<file path="src/fcwp_params.svh">
// Constants of the flash setup and write-protect link: opcodes, bit positions, tables, timing
`ifndef FCWP_PARAMS_SVH
`define FCWP_PARAMS_SVH
// Clock and timing
`define FCWP_CLK_MHZ 200
`define FCWP_REG_WRITE_TIME_NS 40000
`define FCWP_SCLK_HALF 8'h0c
// Opcodes
`define FCWP_OP_WRITE_UNLOCK 8'h06
`define FCWP_OP_WRITE_REGS 8'h01
`define FCWP_OP_READ_STATUS 8'h05
`define FCWP_OP_READ_SETUP 8'h15
`define FCWP_OP_ENTER_WIDE 8'hb7
`define FCWP_OP_EXIT_WIDE 8'he9
// Frame lengths in serial clocks
`define FCWP_BITS_OPCODE 6'h08
`define FCWP_BITS_ONE_BYTE 6'h10
`define FCWP_BITS_TWO_BYTES 6'h18
`define FCWP_BITS_MAX 6'h3f
// Status byte fields
`define FCWP_ST_LOCK 7
`define FCWP_ST_QUAD 6
`define FCWP_ST_LEVEL_HI 5
`define FCWP_ST_LEVEL_LO 2
`define FCWP_ST_UNLOCK 1
`define FCWP_ST_BUSY 0
`define FCWP_STATUS_RESET 8'h00
// Setup byte fields
`define FCWP_CFG_DC_HI 7
`define FCWP_CFG_DC_LO 6
`define FCWP_CFG_WIDE 5
`define FCWP_CFG_ORIGIN 3
`define FCWP_CFG_DRIVE_HI 2
`define FCWP_CFG_DRIVE_LO 0
`define FCWP_SETUP_RESET 8'h07
// Dummy clock tables, one nibble per code, code 11 in the top nibble
`define FCWP_DUMMY_FAST 16'ha868
`define FCWP_DUMMY_DUAL_IO 16'ha864
`define FCWP_DUMMY_QUAD_IO 16'ha846
// Drive impedance in ohms per code, code 7 in the top byte, 0 means reserved
`define FCWP_DRIVE_TABLE 64'h1e0f_1400_2d3c_5a00
// Array size in protectable blocks
`define FCWP_BLOCK_COUNT 11'h400
// Controller register offsets and bus answers
`define FCWP_ADDR_CMD 8'h00
`define FCWP_ADDR_TX 8'h04
`define FCWP_ADDR_RX 8'h08
`define FCWP_ADDR_STAT 8'h0c
`define FCWP_ADDR_PIN 8'h10
`define FCWP_RESP_OKAY 2'h0
`define FCWP_RESP_SLVERR 2'h2
`endif

</file>
<file path="src/fcwp_link_if.sv">
// Serial link between the flash controller and the flash setup logic
`timescale 1ns/10ps
interface fcwp_link_if;
	logic cs_n;
	logic sclk;
	logic mosi;
	logic miso;
	logic io_line_two_n;
	modport dev (
		input cs_n,
		input sclk,
		input mosi,
		input io_line_two_n,
		output miso
	);
	modport host (
		output cs_n,
		output sclk,
		output mosi,
		output io_line_two_n,
		input miso
	);
endinterface

</file>
<file path="src/fcwp_device.sv">
// Flash status and setup registers with write-protect logic, device end of the link
// Operation
// - Three-bit drive field, all ones, write-only-by-command
// - Decode six drive levels, two codes reserved
// - Origin bit three, zero means top region
// - Origin bit once set never clears
// - Wide-address bit set/cleared by its commands
// - Fast read dummy clocks 8,6,8,10
// - Dual-IO 4,6,8,10; quad-IO 6,4,8,10
// - Register write needs unlock latch first
// - Write sets lock, quad, level; not busy/unlock
// - Register write only at 8 or 16 bits
// - Busy from chip-select rise, then clear busy, unlock
// - Status readable during write cycle
// - Lock clear or pin high: writes accepted
// - Lock set and pin low: writes rejected
// - Hard lock entered once both conditions hold, in either order
// - Pin high leaves hard lock
// - Four-wire mode or quad disables hard lock
// - Refuse program/erase into protected region
// - Host holds pin high during locked write
// - Status byte layout lock,quad,level,unlock,busy
//
// The implementer's own choices: register access over AXI4-Lite and the register offsets.
`timescale 1ns/10ps
`include "fcwp_params.svh"
module fcwp_device #(
	parameter int REG_WRITE_CYCLES = `FCWP_REG_WRITE_TIME_NS * `FCWP_CLK_MHZ / 1000
) (
	input wire logic clk,
	input wire logic resetn,
	fcwp_link_if.dev link,
	input wire logic four_wire_command_mode,
	input wire logic pe_req,
	input wire logic [9:0] pe_block,
	output logic [7:0] status_byte_reg,
	output logic [7:0] device_setup_register_reg,
	output logic hard_lock_mode_reg,
	output logic soft_lock_mode_reg,
	output logic [3:0] dummy_fast_reg,
	output logic [3:0] dummy_dual_io_reg,
	output logic [3:0] dummy_quad_io_reg,
	output logic [7:0] drive_ohms_reg,
	output logic pe_refused_reg,
	output logic pe_granted_reg
);
	// ==========================================================
	// Functions
	// Picks the dummy clock count of a code from a packed table
	function automatic logic [3:0] dummy_pick(input logic [15:0] tbl, input logic [1:0] dc);
		return tbl[{dc, 2'b00} +: 4];
	endfunction

	// Impedance in ohms of a drive code, zero for reserved codes
	function automatic logic [7:0] drive_pick(input logic [2:0] code);
		logic [63:0] tbl;
		tbl = `FCWP_DRIVE_TABLE;
		return tbl[{code, 3'b000} +: 8];
	endfunction

	// True when a block lies in the region set by level and origin
	function automatic logic in_region(input logic [3:0] lvl, input logic low_end, input logic [9:0] blk);
		logic [10:0] n;
		n = (lvl == 4'h0) ? 11'h000 : (lvl > 4'ha) ? `FCWP_BLOCK_COUNT : 11'(11'h001 << (lvl - 4'h1));
		return low_end ? ({1'b0, blk} < n) : ({1'b0, blk} >= (`FCWP_BLOCK_COUNT - n));
	endfunction

	// ==========================================================
	// Pin synchronisers
	logic cs_s1, cs_s2, cs_d;
	logic sck_s1, sck_s2, sck_d;
	logic mosi_s1, mosi_s2;
	logic wp_s1, wp_s2;

	// Two flops on every pin, a third stage on chip select and serial clock for edge finding
	always_ff @(posedge clk) begin
		if (!resetn) begin
			cs_s1 <= 1'b1;
			cs_s2 <= 1'b1;
			cs_d <= 1'b1;
			sck_s1 <= 1'b0;
			sck_s2 <= 1'b0;
			sck_d <= 1'b0;
			mosi_s1 <= 1'b0;
			mosi_s2 <= 1'b0;
			wp_s1 <= 1'b1;
			wp_s2 <= 1'b1;
		end else begin
			cs_s1 <= link.cs_n;
			cs_s2 <= cs_s1;
			cs_d <= cs_s2;
			sck_s1 <= link.sclk;
			sck_s2 <= sck_s1;
			sck_d <= sck_s2;
			mosi_s1 <= link.mosi;
			mosi_s2 <= mosi_s1;
			wp_s1 <= link.io_line_two_n;
			wp_s2 <= wp_s1;
		end
	end

	logic sck_rise, sck_fall, frame_start, frame_end;
	assign sck_rise = sck_s2 & ~sck_d & ~cs_s2;
	assign sck_fall = ~sck_s2 & sck_d & ~cs_s2;
	assign frame_start = ~cs_s2 & cs_d;
	assign frame_end = cs_s2 & ~cs_d;

	// ==========================================================
	// Frame capture
	logic [5:0] bit_cnt_reg;
	logic [7:0] op_reg;
	logic [15:0] shift_reg;

	// Counts serial clocks, first eight form the opcode, the rest shift data
	always_ff @(posedge clk) begin
		if (!resetn) begin
			bit_cnt_reg <= 6'h00;
			op_reg <= 8'h00;
			shift_reg <= 16'h0000;
		end else if (frame_start) begin
			bit_cnt_reg <= 6'h00;
			op_reg <= 8'h00;
			shift_reg <= 16'h0000;
		end else if (sck_rise) begin
			if (bit_cnt_reg != `FCWP_BITS_MAX) begin
				bit_cnt_reg <= bit_cnt_reg + 6'h01;
			end
			if (bit_cnt_reg < `FCWP_BITS_OPCODE) begin
				op_reg <= {op_reg[6:0], mosi_s2};
			end else begin
				shift_reg <= {shift_reg[14:0], mosi_s2};
			end
		end
	end

	// ==========================================================
	// Command decode
	logic busy, hard_lock_now, short_write, long_write, write_ok, simple_cmd;
	logic [15:0] wait_cnt_reg;
	logic [7:0] pend_status_reg;
	logic [7:0] pend_setup_reg;
	logic pend_two_reg;

	assign busy = status_byte_reg[`FCWP_ST_BUSY];
	// Lock bit with pin low, unless the pin is a data line
	assign hard_lock_now = status_byte_reg[`FCWP_ST_LOCK] & ~wp_s2
		& ~status_byte_reg[`FCWP_ST_QUAD] & ~four_wire_command_mode;
	assign short_write = bit_cnt_reg == `FCWP_BITS_ONE_BYTE;
	assign long_write = bit_cnt_reg == `FCWP_BITS_TWO_BYTES;
	assign simple_cmd = frame_end & ~busy & (bit_cnt_reg == `FCWP_BITS_OPCODE);
	// Accepted only at a byte boundary, with the latch set and no hard lock
	assign write_ok = frame_end & (op_reg == `FCWP_OP_WRITE_REGS) & (short_write | long_write)
		& status_byte_reg[`FCWP_ST_UNLOCK] & ~busy
		& ~hard_lock_now;

	// ==========================================================
	// Status byte, setup byte and self-timed write cycle
	always_ff @(posedge clk) begin
		if (!resetn) begin
			status_byte_reg <= `FCWP_STATUS_RESET;
			device_setup_register_reg <= `FCWP_SETUP_RESET;
			wait_cnt_reg <= 16'h0000;
			pend_status_reg <= 8'h00;
			pend_setup_reg <= 8'h00;
			pend_two_reg <= 1'b0;
		end else if (write_ok) begin
			// Cycle starts at the chip-select rise
			status_byte_reg[`FCWP_ST_BUSY] <= 1'b1;
			wait_cnt_reg <= 16'(REG_WRITE_CYCLES - 1);
			pend_status_reg <= long_write ? shift_reg[15:8] : shift_reg[7:0];
			pend_setup_reg <= shift_reg[7:0];
			pend_two_reg <= long_write;
		end else if (busy) begin
			if (wait_cnt_reg == 16'h0000) begin
				// End of cycle: commit pending bytes, drop busy and latch
				status_byte_reg[`FCWP_ST_LOCK:`FCWP_ST_LEVEL_LO] <=
					pend_status_reg[`FCWP_ST_LOCK:`FCWP_ST_LEVEL_LO];
				status_byte_reg[`FCWP_ST_BUSY] <= 1'b0;
				status_byte_reg[`FCWP_ST_UNLOCK] <= 1'b0;
				if (pend_two_reg) begin
					device_setup_register_reg[`FCWP_CFG_DC_HI:`FCWP_CFG_DC_LO] <=
						pend_setup_reg[`FCWP_CFG_DC_HI:`FCWP_CFG_DC_LO];
					device_setup_register_reg[`FCWP_CFG_ORIGIN] <= device_setup_register_reg[`FCWP_CFG_ORIGIN]
						| pend_setup_reg[`FCWP_CFG_ORIGIN];
					device_setup_register_reg[`FCWP_CFG_DRIVE_HI:`FCWP_CFG_DRIVE_LO] <=
						pend_setup_reg[`FCWP_CFG_DRIVE_HI:`FCWP_CFG_DRIVE_LO];
				end
			end else begin
				wait_cnt_reg <= wait_cnt_reg - 16'h0001;
			end
		end else if (simple_cmd) begin
			// One-byte commands take effect at the chip-select rise
			case (op_reg)
				`FCWP_OP_WRITE_UNLOCK: status_byte_reg[`FCWP_ST_UNLOCK] <= 1'b1;
				`FCWP_OP_ENTER_WIDE: device_setup_register_reg[`FCWP_CFG_WIDE] <= 1'b1;
				`FCWP_OP_EXIT_WIDE: device_setup_register_reg[`FCWP_CFG_WIDE] <= 1'b0;
				default: ;
			endcase
		end
	end

	// ==========================================================
	// Serial read-back, served even while busy
	always_ff @(posedge clk) begin
		if (!resetn) begin
			link.miso <= 1'b0;
		end else if (sck_fall && bit_cnt_reg >= `FCWP_BITS_OPCODE) begin
			case (op_reg)
				`FCWP_OP_READ_STATUS: link.miso <= status_byte_reg[3'h7 - bit_cnt_reg[2:0]];
				`FCWP_OP_READ_SETUP: link.miso <= device_setup_register_reg[3'h7 - bit_cnt_reg[2:0]];
				default: link.miso <= 1'b0;
			endcase
		end else if (frame_start) begin
			link.miso <= 1'b0;
		end
	end

	// ==========================================================
	// Lock mode indicators
	always_ff @(posedge clk) begin
		if (!resetn) begin
			hard_lock_mode_reg <= 1'b0;
			soft_lock_mode_reg <= 1'b1;
		end else begin
			hard_lock_mode_reg <= hard_lock_now;
			soft_lock_mode_reg <= ~hard_lock_now;
		end
	end

	// ==========================================================
	// Decoded setup fields
	always_ff @(posedge clk) begin
		if (!resetn) begin
			dummy_fast_reg <= 4'h0;
			dummy_dual_io_reg <= 4'h0;
			dummy_quad_io_reg <= 4'h0;
			drive_ohms_reg <= 8'h00;
		end else begin
			dummy_fast_reg <= dummy_pick(`FCWP_DUMMY_FAST,
				device_setup_register_reg[`FCWP_CFG_DC_HI:`FCWP_CFG_DC_LO]);
			dummy_dual_io_reg <= dummy_pick(`FCWP_DUMMY_DUAL_IO,
				device_setup_register_reg[`FCWP_CFG_DC_HI:`FCWP_CFG_DC_LO]);
			dummy_quad_io_reg <= dummy_pick(`FCWP_DUMMY_QUAD_IO,
				device_setup_register_reg[`FCWP_CFG_DC_HI:`FCWP_CFG_DC_LO]);
			drive_ohms_reg <= drive_pick(device_setup_register_reg[`FCWP_CFG_DRIVE_HI:`FCWP_CFG_DRIVE_LO]);
		end
	end

	// ==========================================================
	// Program and erase gate, same in both lock modes
	always_ff @(posedge clk) begin
		if (!resetn) begin
			pe_refused_reg <= 1'b0;
			pe_granted_reg <= 1'b0;
		end else begin
			pe_refused_reg <= pe_req & in_region(status_byte_reg[`FCWP_ST_LEVEL_HI:`FCWP_ST_LEVEL_LO],
				device_setup_register_reg[`FCWP_CFG_ORIGIN], pe_block);
			pe_granted_reg <= pe_req & ~in_region(status_byte_reg[`FCWP_ST_LEVEL_HI:`FCWP_ST_LEVEL_LO],
				device_setup_register_reg[`FCWP_CFG_ORIGIN], pe_block);
		end
	end
endmodule

</file>
<file path="src/flat_wrapper.sv">
// flat-port wrapper written by rule: the top's interface ports become plain ports
module fcwp_device_flat 
#(
	parameter int REG_WRITE_CYCLES = `FCWP_REG_WRITE_TIME_NS * `FCWP_CLK_MHZ / 1000
)
  (clk, resetn, four_wire_command_mode, pe_req, pe_block, status_byte_reg, device_setup_register_reg, hard_lock_mode_reg, soft_lock_mode_reg, dummy_fast_reg, dummy_dual_io_reg, dummy_quad_io_reg, drive_ohms_reg, pe_refused_reg, pe_granted_reg, link_cs_n, link_sclk, link_mosi, link_io_line_two_n, link_miso);
  fcwp_link_if link_i ();
  input wire logic clk;
  input wire logic resetn;
  input wire logic four_wire_command_mode;
  input wire logic pe_req;
  input wire logic [9:0] pe_block;
  output logic [7:0] status_byte_reg;
  output logic [7:0] device_setup_register_reg;
  output logic hard_lock_mode_reg;
  output logic soft_lock_mode_reg;
  output logic [3:0] dummy_fast_reg;
  output logic [3:0] dummy_dual_io_reg;
  output logic [3:0] dummy_quad_io_reg;
  output logic [7:0] drive_ohms_reg;
  output logic pe_refused_reg;
  output logic pe_granted_reg;
  input wire logic [$bits(link_i.cs_n)-1:0] link_cs_n;
  input wire logic [$bits(link_i.sclk)-1:0] link_sclk;
  input wire logic [$bits(link_i.mosi)-1:0] link_mosi;
  input wire logic [$bits(link_i.io_line_two_n)-1:0] link_io_line_two_n;
  output wire logic [$bits(link_i.miso)-1:0] link_miso;
  assign link_i.cs_n = link_cs_n;
  assign link_i.sclk = link_sclk;
  assign link_i.mosi = link_mosi;
  assign link_i.io_line_two_n = link_io_line_two_n;
  assign link_miso = link_i.miso;
  fcwp_device #(.REG_WRITE_CYCLES(REG_WRITE_CYCLES)) u_core (.clk(clk), .resetn(resetn), .link(link_i), .four_wire_command_mode(four_wire_command_mode), .pe_req(pe_req), .pe_block(pe_block), .status_byte_reg(status_byte_reg), .device_setup_register_reg(device_setup_register_reg), .hard_lock_mode_reg(hard_lock_mode_reg), .soft_lock_mode_reg(soft_lock_mode_reg), .dummy_fast_reg(dummy_fast_reg), .dummy_dual_io_reg(dummy_dual_io_reg), .dummy_quad_io_reg(dummy_quad_io_reg), .drive_ohms_reg(drive_ohms_reg), .pe_refused_reg(pe_refused_reg), .pe_granted_reg(pe_granted_reg));
endmodule
</file>
<file path="config.mk">
export PLATFORM = sky130hd
export DESIGN_NAME = fcwp_device_flat
export DESIGN_NICKNAME = d
export VERILOG_FILES = /design/src/fcwp_link_if.sv /design/src/fcwp_device.sv /design/src/flat_wrapper.sv
export VERILOG_INCLUDE_DIRS = /design/src
export SDC_FILE = /design/constraint.sdc
export NUM_CORES = 1
export LEC_CHECK = 0
export ABC_CLOCK_PERIOD_IN_PS = 6500
export BUFFER_PORTS_ARGS = -buffer_cell sky130_fd_sc_hd__buf_2
export CORE_ASPECT_RATIO = 0.5
export CORE_UTILIZATION = 54
export DETAILED_ROUTE_END_ITERATION = 10
export PLACE_DENSITY = 0.75
export SLEW_MARGIN = 20
export SYNTH_ARGS = -nofsm -noshare
export SYNTH_HDL_FRONTEND = slang
export SYNTH_SLANG_ARGS = --single-unit
</file>
<file path="constraint.sdc">
create_clock -name clk -period 6.5 [get_ports clk]
set_clock_uncertainty 0.1 [all_clocks]
set_input_delay 0.65 -clock clk [delete_from_list [all_inputs] [get_ports clk]]
set_output_delay 0.65 -clock clk [all_outputs]
set_load 0.005 [all_outputs]
</file>
==> results of run 1 <==
==> how the worst max path moves through the flow <==
stage	slack (ns)	start	depth (start not counted)	endpoint
floorplan	3.76	u_core.status_byte_reg[5]	13	u_core.pe_granted_reg
global route	3.36	u_core.status_byte_reg[3]	11	u_core.pe_granted_reg
detailed placement	3.67	u_core.status_byte_reg[3]	10	u_core.pe_granted_reg
finish	3.61	u_core.status_byte_reg[3]	10	u_core.pe_granted_reg
CTS	3.64	u_core.status_byte_reg[3]	10	u_core.pe_granted_reg
global placement	3.80	u_core.status_byte_reg[3]	10	u_core.pe_granted_reg
==> stage by stage <==
step / instance area, um^2 / hold slack [ns] / cells
3_5_place_dp: 5290 / 0.299 / 711
2_1_floorplan: 5070 / 0.286 / 579
6_report: 5610 / 0.312 / 727
3_3_place_gp: 5290 / 0.291 / 711
4_1_cts: 5600 / 0.316 / 727
5_1_grt: 5610 / 0.336 / 727
==> final cells by class <==
class | count | area (um^2) | share of cell area
clock inverter | 4 | 52.6 | 0.00937
inverter | 16 | 60.1 | 0.0107
tap | 117 | 146 | 0.0261
multi-input combinational | 420 | 2760 | 0.493
timing repair buffer | 56 | 288 | 0.0513
clock buffer | 12 | 256 | 0.0457
sequential | 102 | 2040 | 0.364
==> Yosys cell counts (all sizes together), types with 2 or more instances <==
cell,number
buf,12
ha,29
nor2,31
o21ai,21
o211ai,7
nor3b,7
and3,3
or4,3
xnor2,13
and4,2
o31a,3
a211oi,4
nor4b,3
clkbuf,29
nor2b,22
and2,12
nand2b,11
nor4,5
or3,2
dfxtp,102
nor4bb,2
nand2,84
nand3b,4
a22o,2
o211a,7
and4b,2
xor2,5
nand3,15
mux2i,27
a21o,3
o21a,12
a21boi,8
a21oi,32
nand4,10
inv,16
nor3,9
a22oi,3
==> power by group through the flow <==
stage          Combinational (W)  Clock [W]  Sequential, W
3_3_place_gp           0.0000415          0       0.000646
5_1_grt                0.0000482   0.000587       0.000632
4_1_cts                0.0000427   0.000563       0.000632
2_1_floorplan          0.0000289          0       0.000646
6_report               0.0000423   0.000551       0.000632
3_5_place_dp           0.0000427          0       0.000646
==> logic make-up (layout without fill, tap and decap cells) <==
family / count (synthesis) / in the layout / synth area share
AOI/OAI and AO/OA: 110 / 110 / 0.144
and+or+nand+nor: 231 / 231 / 0.240
other: 1 / 5 / 0.000741
DFF: 102 / 102 / 0.404
muxes: 27 / 27 / 0.0534
buffers and inverters: 57 / 88 / 0.0554
adders and majority gates: 29 / 29 / 0.0717
xor gates and xnor gates: 18 / 18 / 0.0312
==> per-layer routing <==
layer / global-route usage / vias up
li1: - / 2066
met1: 0.326 / 1864
met2: 0.336 / 59
met3: 0.0624 / 8
met4: 0.0531 / 0
met5: 0 / -
==> cell usage in the layout, fill, tap and decap left out, types with 4 or more instances in the layout <==
cell,instances
inv_1,16
clkbuf_16,9
mux2i_1,27
buf_2,53
o211a_1,7
xnor2_1,13
nand4_1,9
nand2b_1,11
and2_1,12
dfxtp_1,102
a21oi_1,32
a21boi_0,8
a211oi_1,4
nor2b_1,22
o21ai_0,19
conb_1,5
nor3b_1,7
o21a_1,12
ha_1,29
nand3b_1,4
xor2_1,5
nand2_1,84
nor4_1,4
o211ai_1,7
nand3_1,15
nor3_1,8
nor2_1,30
==> results.md, run 1 <==
* # setup viols final at 0
* Final Hold Violating Endpoints at 0
* Slew Limit Headroom at 0.333
* Failing checks: design-rule violations
* CTS Buf Count at 9
* Final Max Tran Viols at 0
* Synthesis warning total at 0
* Slowest cell on crit path: dfxtp_1
* Reg-to-reg slack, setup at about 3.6 ns
* Clock-pin slew on the worst setup and hold paths at 0.07 ns
* DRC errors left at 2
* Post-synth ARST share at 0
* Via count at 3,997
* Pwr/cell area at ~220 nW/um^2
* Critical Path Start Type: flip-flop
* Final ANT Viol Nets at 0
* Mapped Cells at 575
* Critical path's top delay family: simple AND/OR/NAND/NOR gates
* Worst r2r src: u_core.status_byte_reg[3]
* Vias/cell at 5.50
* Post-synth top area share at 0.404
* Worst Hold Launch: u_core.cs_s1
* Die Area at about 9800 um^2
* Min-Delay Endpoint: u_core.cs_s2
* Cell breakdown of the critical path: nor2b_1, nand2_1, ha_1, nor2_1, a22o_1, ha_1, a211oi_1, o21ai_0, o211ai_1, and4b_1
* Ys flop type: dfxtp_1
* Maximum VDD drop at roughly 150 uV
* Gr ovfl total at 0
* Resize count post-CTS at 0
* Place WS at 3.67 ns
* Worst setup margin at 3.61 ns
* RSZ-0062 raised after global routing: false
* Layout cell share with drive strength beyond 1 at 0.131
* Clock tree from TritonCTS: done
* Final setup TNS at 0 ns
* CTS root buf: clkbuf_16
* Later-pin clock latency in the skew report at about 0.34 ns
* Seq/Total Area, Yosys at 0.404
* CP dominant cell by count: ha_1
* WP data arrival at about 3.1 ns
* Iteration count of the initial detailed-routing pass at 10
* NetSw at approximately 0.00025 W
* Fmax achieved at between 0.3 and 0.4 GHz
* Power, Total at approximately 0.0012 W
* Post-Route WL at ~10 mm
* Combinational power share at 0.035
* Synthesized area at slightly above 5000 um^2
* Layout Nets at 652
* Crit-path max FO at 17
* DP HPWL at 7.38 mm
* Clk sinks at between 100 and 150
* Buf/Inv on CP at 0
* Vias in the first global route at about 3,600
* Internal power at between 0.0009 and 0.001 W
* Kind of critical path: flip-flop to flip-flop
* Largest net degree at the start of global routing at 60
* Antenna violations before repair at 0
* RR Endpoint: u_core.pe_granted_reg
* Die height at approximately 70 um
* Met3 WL at approximately 370 um
* Outcome: complete, but fails checks
* DRT met1 WL at roughly 5.5 mm
* Io pins at 59
* Syn Area/Cell at around 9 um^2
* Diodes inserted at 0
* Final worst-path cycle share at 0.445
* H-tree levels at 3
* Core Footprint at 8890 um^2
* Drt wl/cell at 14.3 um
* CP Capture Type: flip-flop
* Pleak at 2.23 nW
* IO Port Bufs at 53
* Ranking of synthesized cells by area: dfxtp_1, ha_1, nand2_1, mux2i_1, a21oi_1
* Yosys reg bits at 102
* Crit path time final at 2.89 ns
* Required time worst endpoint at approximately 6.7 ns
* Clk buf depth at 2
* Iteration-0 DRC Markers at 340
* Met2 WL at roughly 4.5 mm
* Hold depth at 1
* Sequential power share at 0.516
* Final Util at 0.631
* Fill count at approximately 800
* First-pass GRT wire length at between 15 and 20 mm
* Min-delay worst type: flip-flop to flip-flop
* Count of hold-fix buffers inserted at cts at 0
* Gr usage total at 0.227
* FF-to-FF path depth at 10
* Pin slew with the least headroom to its limit at ~1.0 ns
* Max incr delay on CP at around 0.64 ns
* Clk network pwr share at 0.450
* Die width at 139 um
* Post-synth EDFFs at 0
* Most area-hungry cell type in the Yosys netlist: dfxtp_1
* Max Cap Viol at 0
* Distinct cells, synth at 59
* Switch share at 0.208
* GPL Wtd Cong at between 0.8 and 0.9
* Initial core utilization at 0.569
* Area delta synth->final at 10.8%
* # Post-CTS Setup Buffers at 0
* # rows at 24
* DR top layer: met4
(Power assumes the default switching activity.)
==> inputs of run 2 (changes only) <==
ABC_CLOCK_PERIOD_IN_PS = 2600   (was 6500)
CORE_UTILIZATION = 53   (was 54)
PLACE_DENSITY = 0.76   (was 0.75)
clock period = 2.6 ns   (was 6.5 ns; I/O delays follow)
==> run 2 against run 1 <==
Effect of this change:
- the flow now finishes without violations
- clock power is 130% higher
- routed wire length shrank 0.12%
- power increased by 140%
- cell count up 2.9%
- non-clock buffer count grew 23
- worst setup slack worse by 3.4 ns
- sequential share of layout area decreased by 0.94 points
- sequential cell count unchanged
- die area up 1.8%
- design area increased by 2.7%
- combinational power rose to 2.6 times the previous value
- critical path type unchanged
==> results.md, run 2 (same netlist as run 1, synthesis figures left out) <==
* Outcome: completed
* Final Hold Violating Endpoints at 0
* DRC errors left at 0
* Initial core utilization at 0.564
* Design area at 5760 um^2
* Fmax achieved at 0.420 GHz
* Core Footprint at about 9000 um^2
* Io pins at 59
* Slew Limit Headroom at 0.570
* Clock tree from TritonCTS: done
* Crit-path max FO at 25
* Most common cell after layout, fill and taps aside: dfxtp_1
* Antenna violations before repair at 0
* # rows at 24
* CP Capture Type: flip-flop
* Diodes inserted at 0
* Fill count at 744
* Final worst-path cycle share at 0.917
* Internal power at approximately 0.0023 W
* Clk network pwr share at 0.425
* GPL Wtd Cong at around 0.86
* Iteration count of the initial detailed-routing pass at 4
* Pleak at between 2 and 2.5 nW
* Layout cell share with drive strength beyond 1 at 0.163
* Register area at 2040 um^2
* Vias/cell at around 5.4
* Required time worst endpoint at about 2.8 ns
* Combinational power share at 0.038
* Layout Nets at 675
* Sequential power share at 0.537
* DP HPWL at approximately 7.6 mm
* Hold depth at 2
* First-pass GRT wire length at between 15 and 20 mm
* RSZ-0062 raised after global routing: false
* Clk sinks at around 100
* Pwr/cell area at around 510 nW/um^2
* Die Area at around 10000 um^2
* Gr usage total at 0.223
* # setup viols final at 0
* CTS root buf: clkbuf_16
* Met2 WL at 4.55 mm
* Final Max Tran Viols at 0
* Final ANT Viol Nets at 0
* Placed Area at ~5500 um^2
* Most frequent cells in the layout: dfxtp_1, nand2_1, buf_2
* Die width at about 140 um
* H-tree levels at 3
* Die height at slightly above 70 um
* Final Util at 0.641
* NetSw at 0.000619 W
* Largest net degree at the start of global routing at between 50 and 60
* Iteration-0 DRC Markers at 278
* Slowest cell on crit path: or4_4
* Clk buf depth at 2
* Min-delay worst type: primary input to flip-flop
* Maximum VDD drop at ~400 uV
* FF-to-FF path depth at 5
* Critical Path Start Type: flip-flop
* DRT met1 WL at between 5 and 6 mm
* Switch share at 0.211
* Clock-pin slew on the worst setup and hold paths at about 0.06 ns
* DR top layer: met4
* Max incr delay on CP at a little under 0.6 ns
* Via count at 4,063
* Multi-input gate area at 2770 um^2
* WP data arrival at ~2.6 ns
* Post-Route WL at 10.4 mm
* Drt wl/cell at around 14 um
* Met3 WL at about 380 um
* Pin slew with the least headroom to its limit at ~0.64 ns
* Max Cap Viol at 0
* Later-pin clock latency in the skew report at between 0.3 and 0.4 ns
* CTS Buf Count at 9
* Cell breakdown of the critical path: or4b_1, or4_4, nor2_8, buf_4, o31a_1
* Kind of critical path: flip-flop to flip-flop
* Gr ovfl total at 0
* Area delta synth->final at 13.8%
* Final setup TNS at 0 ns
* IO Port Bufs at 53
* Crit path time final at roughly 2.4 ns
* Vias in the first global route at approximately 3,700
[run 2: cell count changes in the layout (fill, tap and decap cells not counted), sizes merged]
cell / previous run / this run
dlygate4sd3: 0 / 2
buf: 56 / 77
inv: 18 / 17
bufinv: 1 / 0
[run 2: worst paths after layout]
path                                  startpoint                     end  slack [ns]
worst max-delay path            u_core.op_reg[1]  u_core.wait_cnt_reg[9]        0.22
worst min-delay path                   link_sclk           u_core.sck_s1        0.03
worst max register to register  u_core.op_reg[1]  u_core.wait_cnt_reg[9]        0.22
worst min register to register      u_core.cs_s1            u_core.cs_s2        0.31
[run 2: through the flow]
stage | power [W] | hold slack, ns | std cells | setup slack, ns
global route | 0.00305 | 0.0202 | 748 | 0.00768
detailed placement | 0.00172 | 0.294 | 732 | 0.0725
global placement | 0.00172 | 0.291 | 732 | 0.177
CTS | 0.00297 | 0.0209 | 748 | 0.0498
floorplan | 0.00169 | 0.261 | 579 | 0.0314
finish | 0.00294 | 0.0297 | 748 | 0.217
[run 2: layer usage]
metal	GRT usage	up-vias
met4	0.0611	0
met1	0.311	1896
met2	0.341	63
met3	0.0582	7
met5	0	-
li1	-	2097
[run 2: worst max-delay path: cells and delay by family (launching register included)]
family	cells	cell delay, ns
simple gates	3	1.50
flops	1	0.35
buf+inv	1	0.22
compound gates	1	0.14
[run 2: final cells by class]
cell class,instances,area share
multi-input cells,420,0.481
flip-flops and latches,102,0.355
repair buffers,79,0.0808
clock buffers,12,0.0445
well taps,117,0.0254
inverters,16,0.0104
clock inverters,2,0.00304
[run 2: timing repair]
action	in CTS	in global routing
endpoints found under the setup margin	0	2
buffers inserted	0	0
hold buffers	2	0
hold endpoints to repair	2	0
gates resized for setup	0	5
[run 2: power groups by stage]
stage / logic (W) / registers, W / clock network [W]
floorplan: 0.0000724 / 0.00162 / 0
global placement: 0.000106 / 0.00161 / 0
detailed placement: 0.000108 / 0.00162 / 0
CTS: 0.000111 / 0.00158 / 0.00128
global route: 0.000124 / 0.00158 / 0.00135
finish: 0.000110 / 0.00158 / 0.00125
==> inputs of run 3 (changes only) <==
ABC_CLOCK_PERIOD_IN_PS = 2400   (was 2600)
CORE_UTILIZATION = 54   (was 53)
PLACE_DENSITY = 0.75   (was 0.76)
TNS_END_PERCENT = 1   (was not set)
clock period = 2.4 ns   (was 2.6 ns; I/O delays follow)
==> run 3 against run 2 <==
Effect of this change:
- the run now ends with design-rule violations left
- register-to-register slack got worse by 0.11 ns
- core utilization grew 3.0 points
- worst setup slack worse by 0.11 ns
- die area down 1.8%
- design area increased by 3.6%
- global-route usage rose by 1.2 points
- routed wire length grew 4.4%
- sequential share of layout area down 1.2 points
- sequential power is 8% higher
- via count increased by 3.5%
- combinational power is 17% higher
- largest cell class unchanged
- largest power group unchanged
- highest routed layer unchanged
==> results.md, run 3 (same netlist as run 1, synthesis figures left out) <==
* Outcome: complete, but fails checks
* Failing checks: design-rule violations
* Pwr/cell area at roughly 580 nW/um^2
* Most common cell after layout, fill and taps aside: dfxtp_1
* Kind of critical path: flip-flop to flip-flop
* Most frequent cells in the layout: dfxtp_1, nand2_1, buf_2
* Register area at a little over 2000 um^2
* Max incr delay on CP at approximately 0.5 ns
* Gr usage total at 0.235
* Buf/Inv on CP at 1
* Max Cap Viol at 0
* GPL Wtd Cong at between 0.8 and 0.9
* Pleak at ~2.4 nW
* Die Area at a little under 10,000 um^2
* Final worst-path cycle share at 0.956
* DP HPWL at between 7 and 8 mm
* Design area at approximately 6000 um^2
* Clk sinks at 102
* Io pins at 59
* Crit path time final at around 2.3 ns
* Vias/cell at about 5.5
* Iteration-0 DRC Markers at between 200 and 250
* Final Max Tran Viols at 0
* CP Capture Type: flip-flop
* Core Footprint at roughly 9000 um^2
* IO Port Bufs at 53
* Antenna violations before repair at 0
* Area delta synth->final at 17.9%
* Vias in the first global route at 3,758
* Via count at 4,205
* Clock-pin slew on the worst setup and hold paths at roughly 0.070 ns
* Crit-path max FO at 11
* H-tree levels at 3
* Worst Hold Launch: pe_req
* Clk buf depth at 2
* Largest net degree at the start of global routing at 32
* Required time worst endpoint at 2.54 ns
* Cell breakdown of the critical path: inv_1, ha_1, or3b_2, or4_4, nor2_8, mux2i_1, nor2b_1
* Final Hold Violating Endpoints at 0
* Layout Nets at roughly 690
* Drt wl/cell at between 10 and 15 um
* Critical path's top delay family: simple AND/OR/NAND/NOR gates
* Placed Area at about 5500 um^2
* Slowest cell on crit path: or4_4
* FF-to-FF path depth at 7
* Maximum VDD drop at about 480 uV
* Final ANT Viol Nets at 0
* Worst setup margin at approximately 0.11 ns
* Worst hold margin at about 0.042 ns
* Post-Route WL at ~11 mm
* # rows at 24
* Min-delay worst type: primary input to flip-flop
* DRC errors left at 2
* Fmax achieved at 0.436 GHz
* Gr ovfl total at 0
* Worst r2r src: u_core.bit_cnt_reg[1]
* Die width at approximately 140 um
* Final Util at 0.671
* WP data arrival at about 2.4 ns
* Min-Delay Endpoint: u_core.pe_refused_reg
* Diodes inserted at 0
* Initial core utilization at 0.569
* First-pass GRT wire length at about 18 mm
* Critical Path Start Type: flip-flop
* Reg-to-reg slack, setup at 0.11 ns
* RSZ-0062 raised after global routing: true
* Iteration count of the initial detailed-routing pass at 10
* Place WS at roughly 0.043 ns
* Multi-input gate area at around 2800 um^2
* Hold depth at 3
* CTS root buf: clkbuf_16
* Die height at roughly 70 um
* Pin slew with the least headroom to its limit at roughly 0.62 ns
* Slew Limit Headroom at 0.586
* Layout cell share with drive strength beyond 1 at 0.197
* Later-pin clock latency in the skew report at approximately 0.35 ns
* # Post-CTS Setup Buffers at 0
* Clock tree from TritonCTS: done
* # setup viols final at 0
* CTS Buf Count at 9
* RR Endpoint: u_core.pend_two_reg
* Fill count at roughly 730
## run 3: changes by cell type in the layout (fill, tap and decap cells not counted), sizes merged
cell / change
buf: +9
clkbuf: -3
bufinv: +2
dlygate4sd3: +2
inv: +2
clkinv: +1
nor2: +1
## run 3: worst max-delay path by stage
stage / start / to / cells after the start / slack, ns
2_1_floorplan: u_core.status_byte_reg[5] / u_core.pe_granted_reg / 13 / -0.02
4_1_cts: u_core.status_byte_reg[3] / u_core.pe_granted_reg / 11 / 0.02
3_3_place_gp: u_core.status_byte_reg[3] / u_core.pe_granted_reg / 11 / 0.09
6_report: u_core.bit_cnt_reg[1] / u_core.pend_two_reg / 7 / 0.11
3_5_place_dp: u_core.status_byte_reg[4] / u_core.pe_granted_reg / 10 / 0.04
5_1_grt: u_core.status_byte_reg[4] / u_core.pe_granted_reg / 9 / -0.003
## run 3: worst register-to-register path: stages, from the launching register on
cell and delay (ns):
dfxtp_1 0.31, inv_1 0.10, ha_1 0.16, or3b_2 0.45
or4_4 0.50, nor2_8 0.27, mux2i_1 0.23, nor2b_1 0.07
## run 3: what timing repair did
item                       CTS  global route
setup endpoints to repair    0            12
hold endpoints to repair     4             0
hold buffers                 4             0
resized for setup            0            12
## run 3: routing by layer
metal	GRT usage	wire, um	vias to the layer above
met4	0.0593	126	0
li1	-	-	2131
met5	0	0	-
met3	0.0562	437	17
met1	0.315	5380	1967
met2	0.380	4930	90
## run 3: layout make-up
class | count | share of cell area
Timing Repair Buffer | 90 | 0.0933
Clock buffer | 9 | 0.0378
Multi-Input combinational cell | 421 | 0.474
Inverter | 16 | 0.0101
Sequential cell | 102 | 0.343
Tap cell | 117 | 0.0245
Clock inverter | 7 | 0.0176
## run 3: stage by stage
stage / instances / power [W] / setup TNS, ns
final: 762 / 0.00344 / 0
after global routing: 762 / 0.00355 / -0.00328
after CTS: 761 / 0.00347 / 0
after detailed placement: 741 / 0.00187 / 0
after global placement: 741 / 0.00187 / 0
after floorplan: 579 / 0.00183 / -0.0161
## run 3: power by group
| group | total [W] | leakage (nW) | internal, W | switching [W] |
|---|---|---|---|---|
| clock network | 0.00160 | 0.164 | 0.000932 | 0.000671 |
| registers | 0.00171 | 0.828 | 0.00171 | 0.00000444 |
| logic | 0.000129 | 1.43 | 0.0000592 | 0.0000699 |
| total | 0.00344 | 2.42 | 0.00270 | 0.000745 |
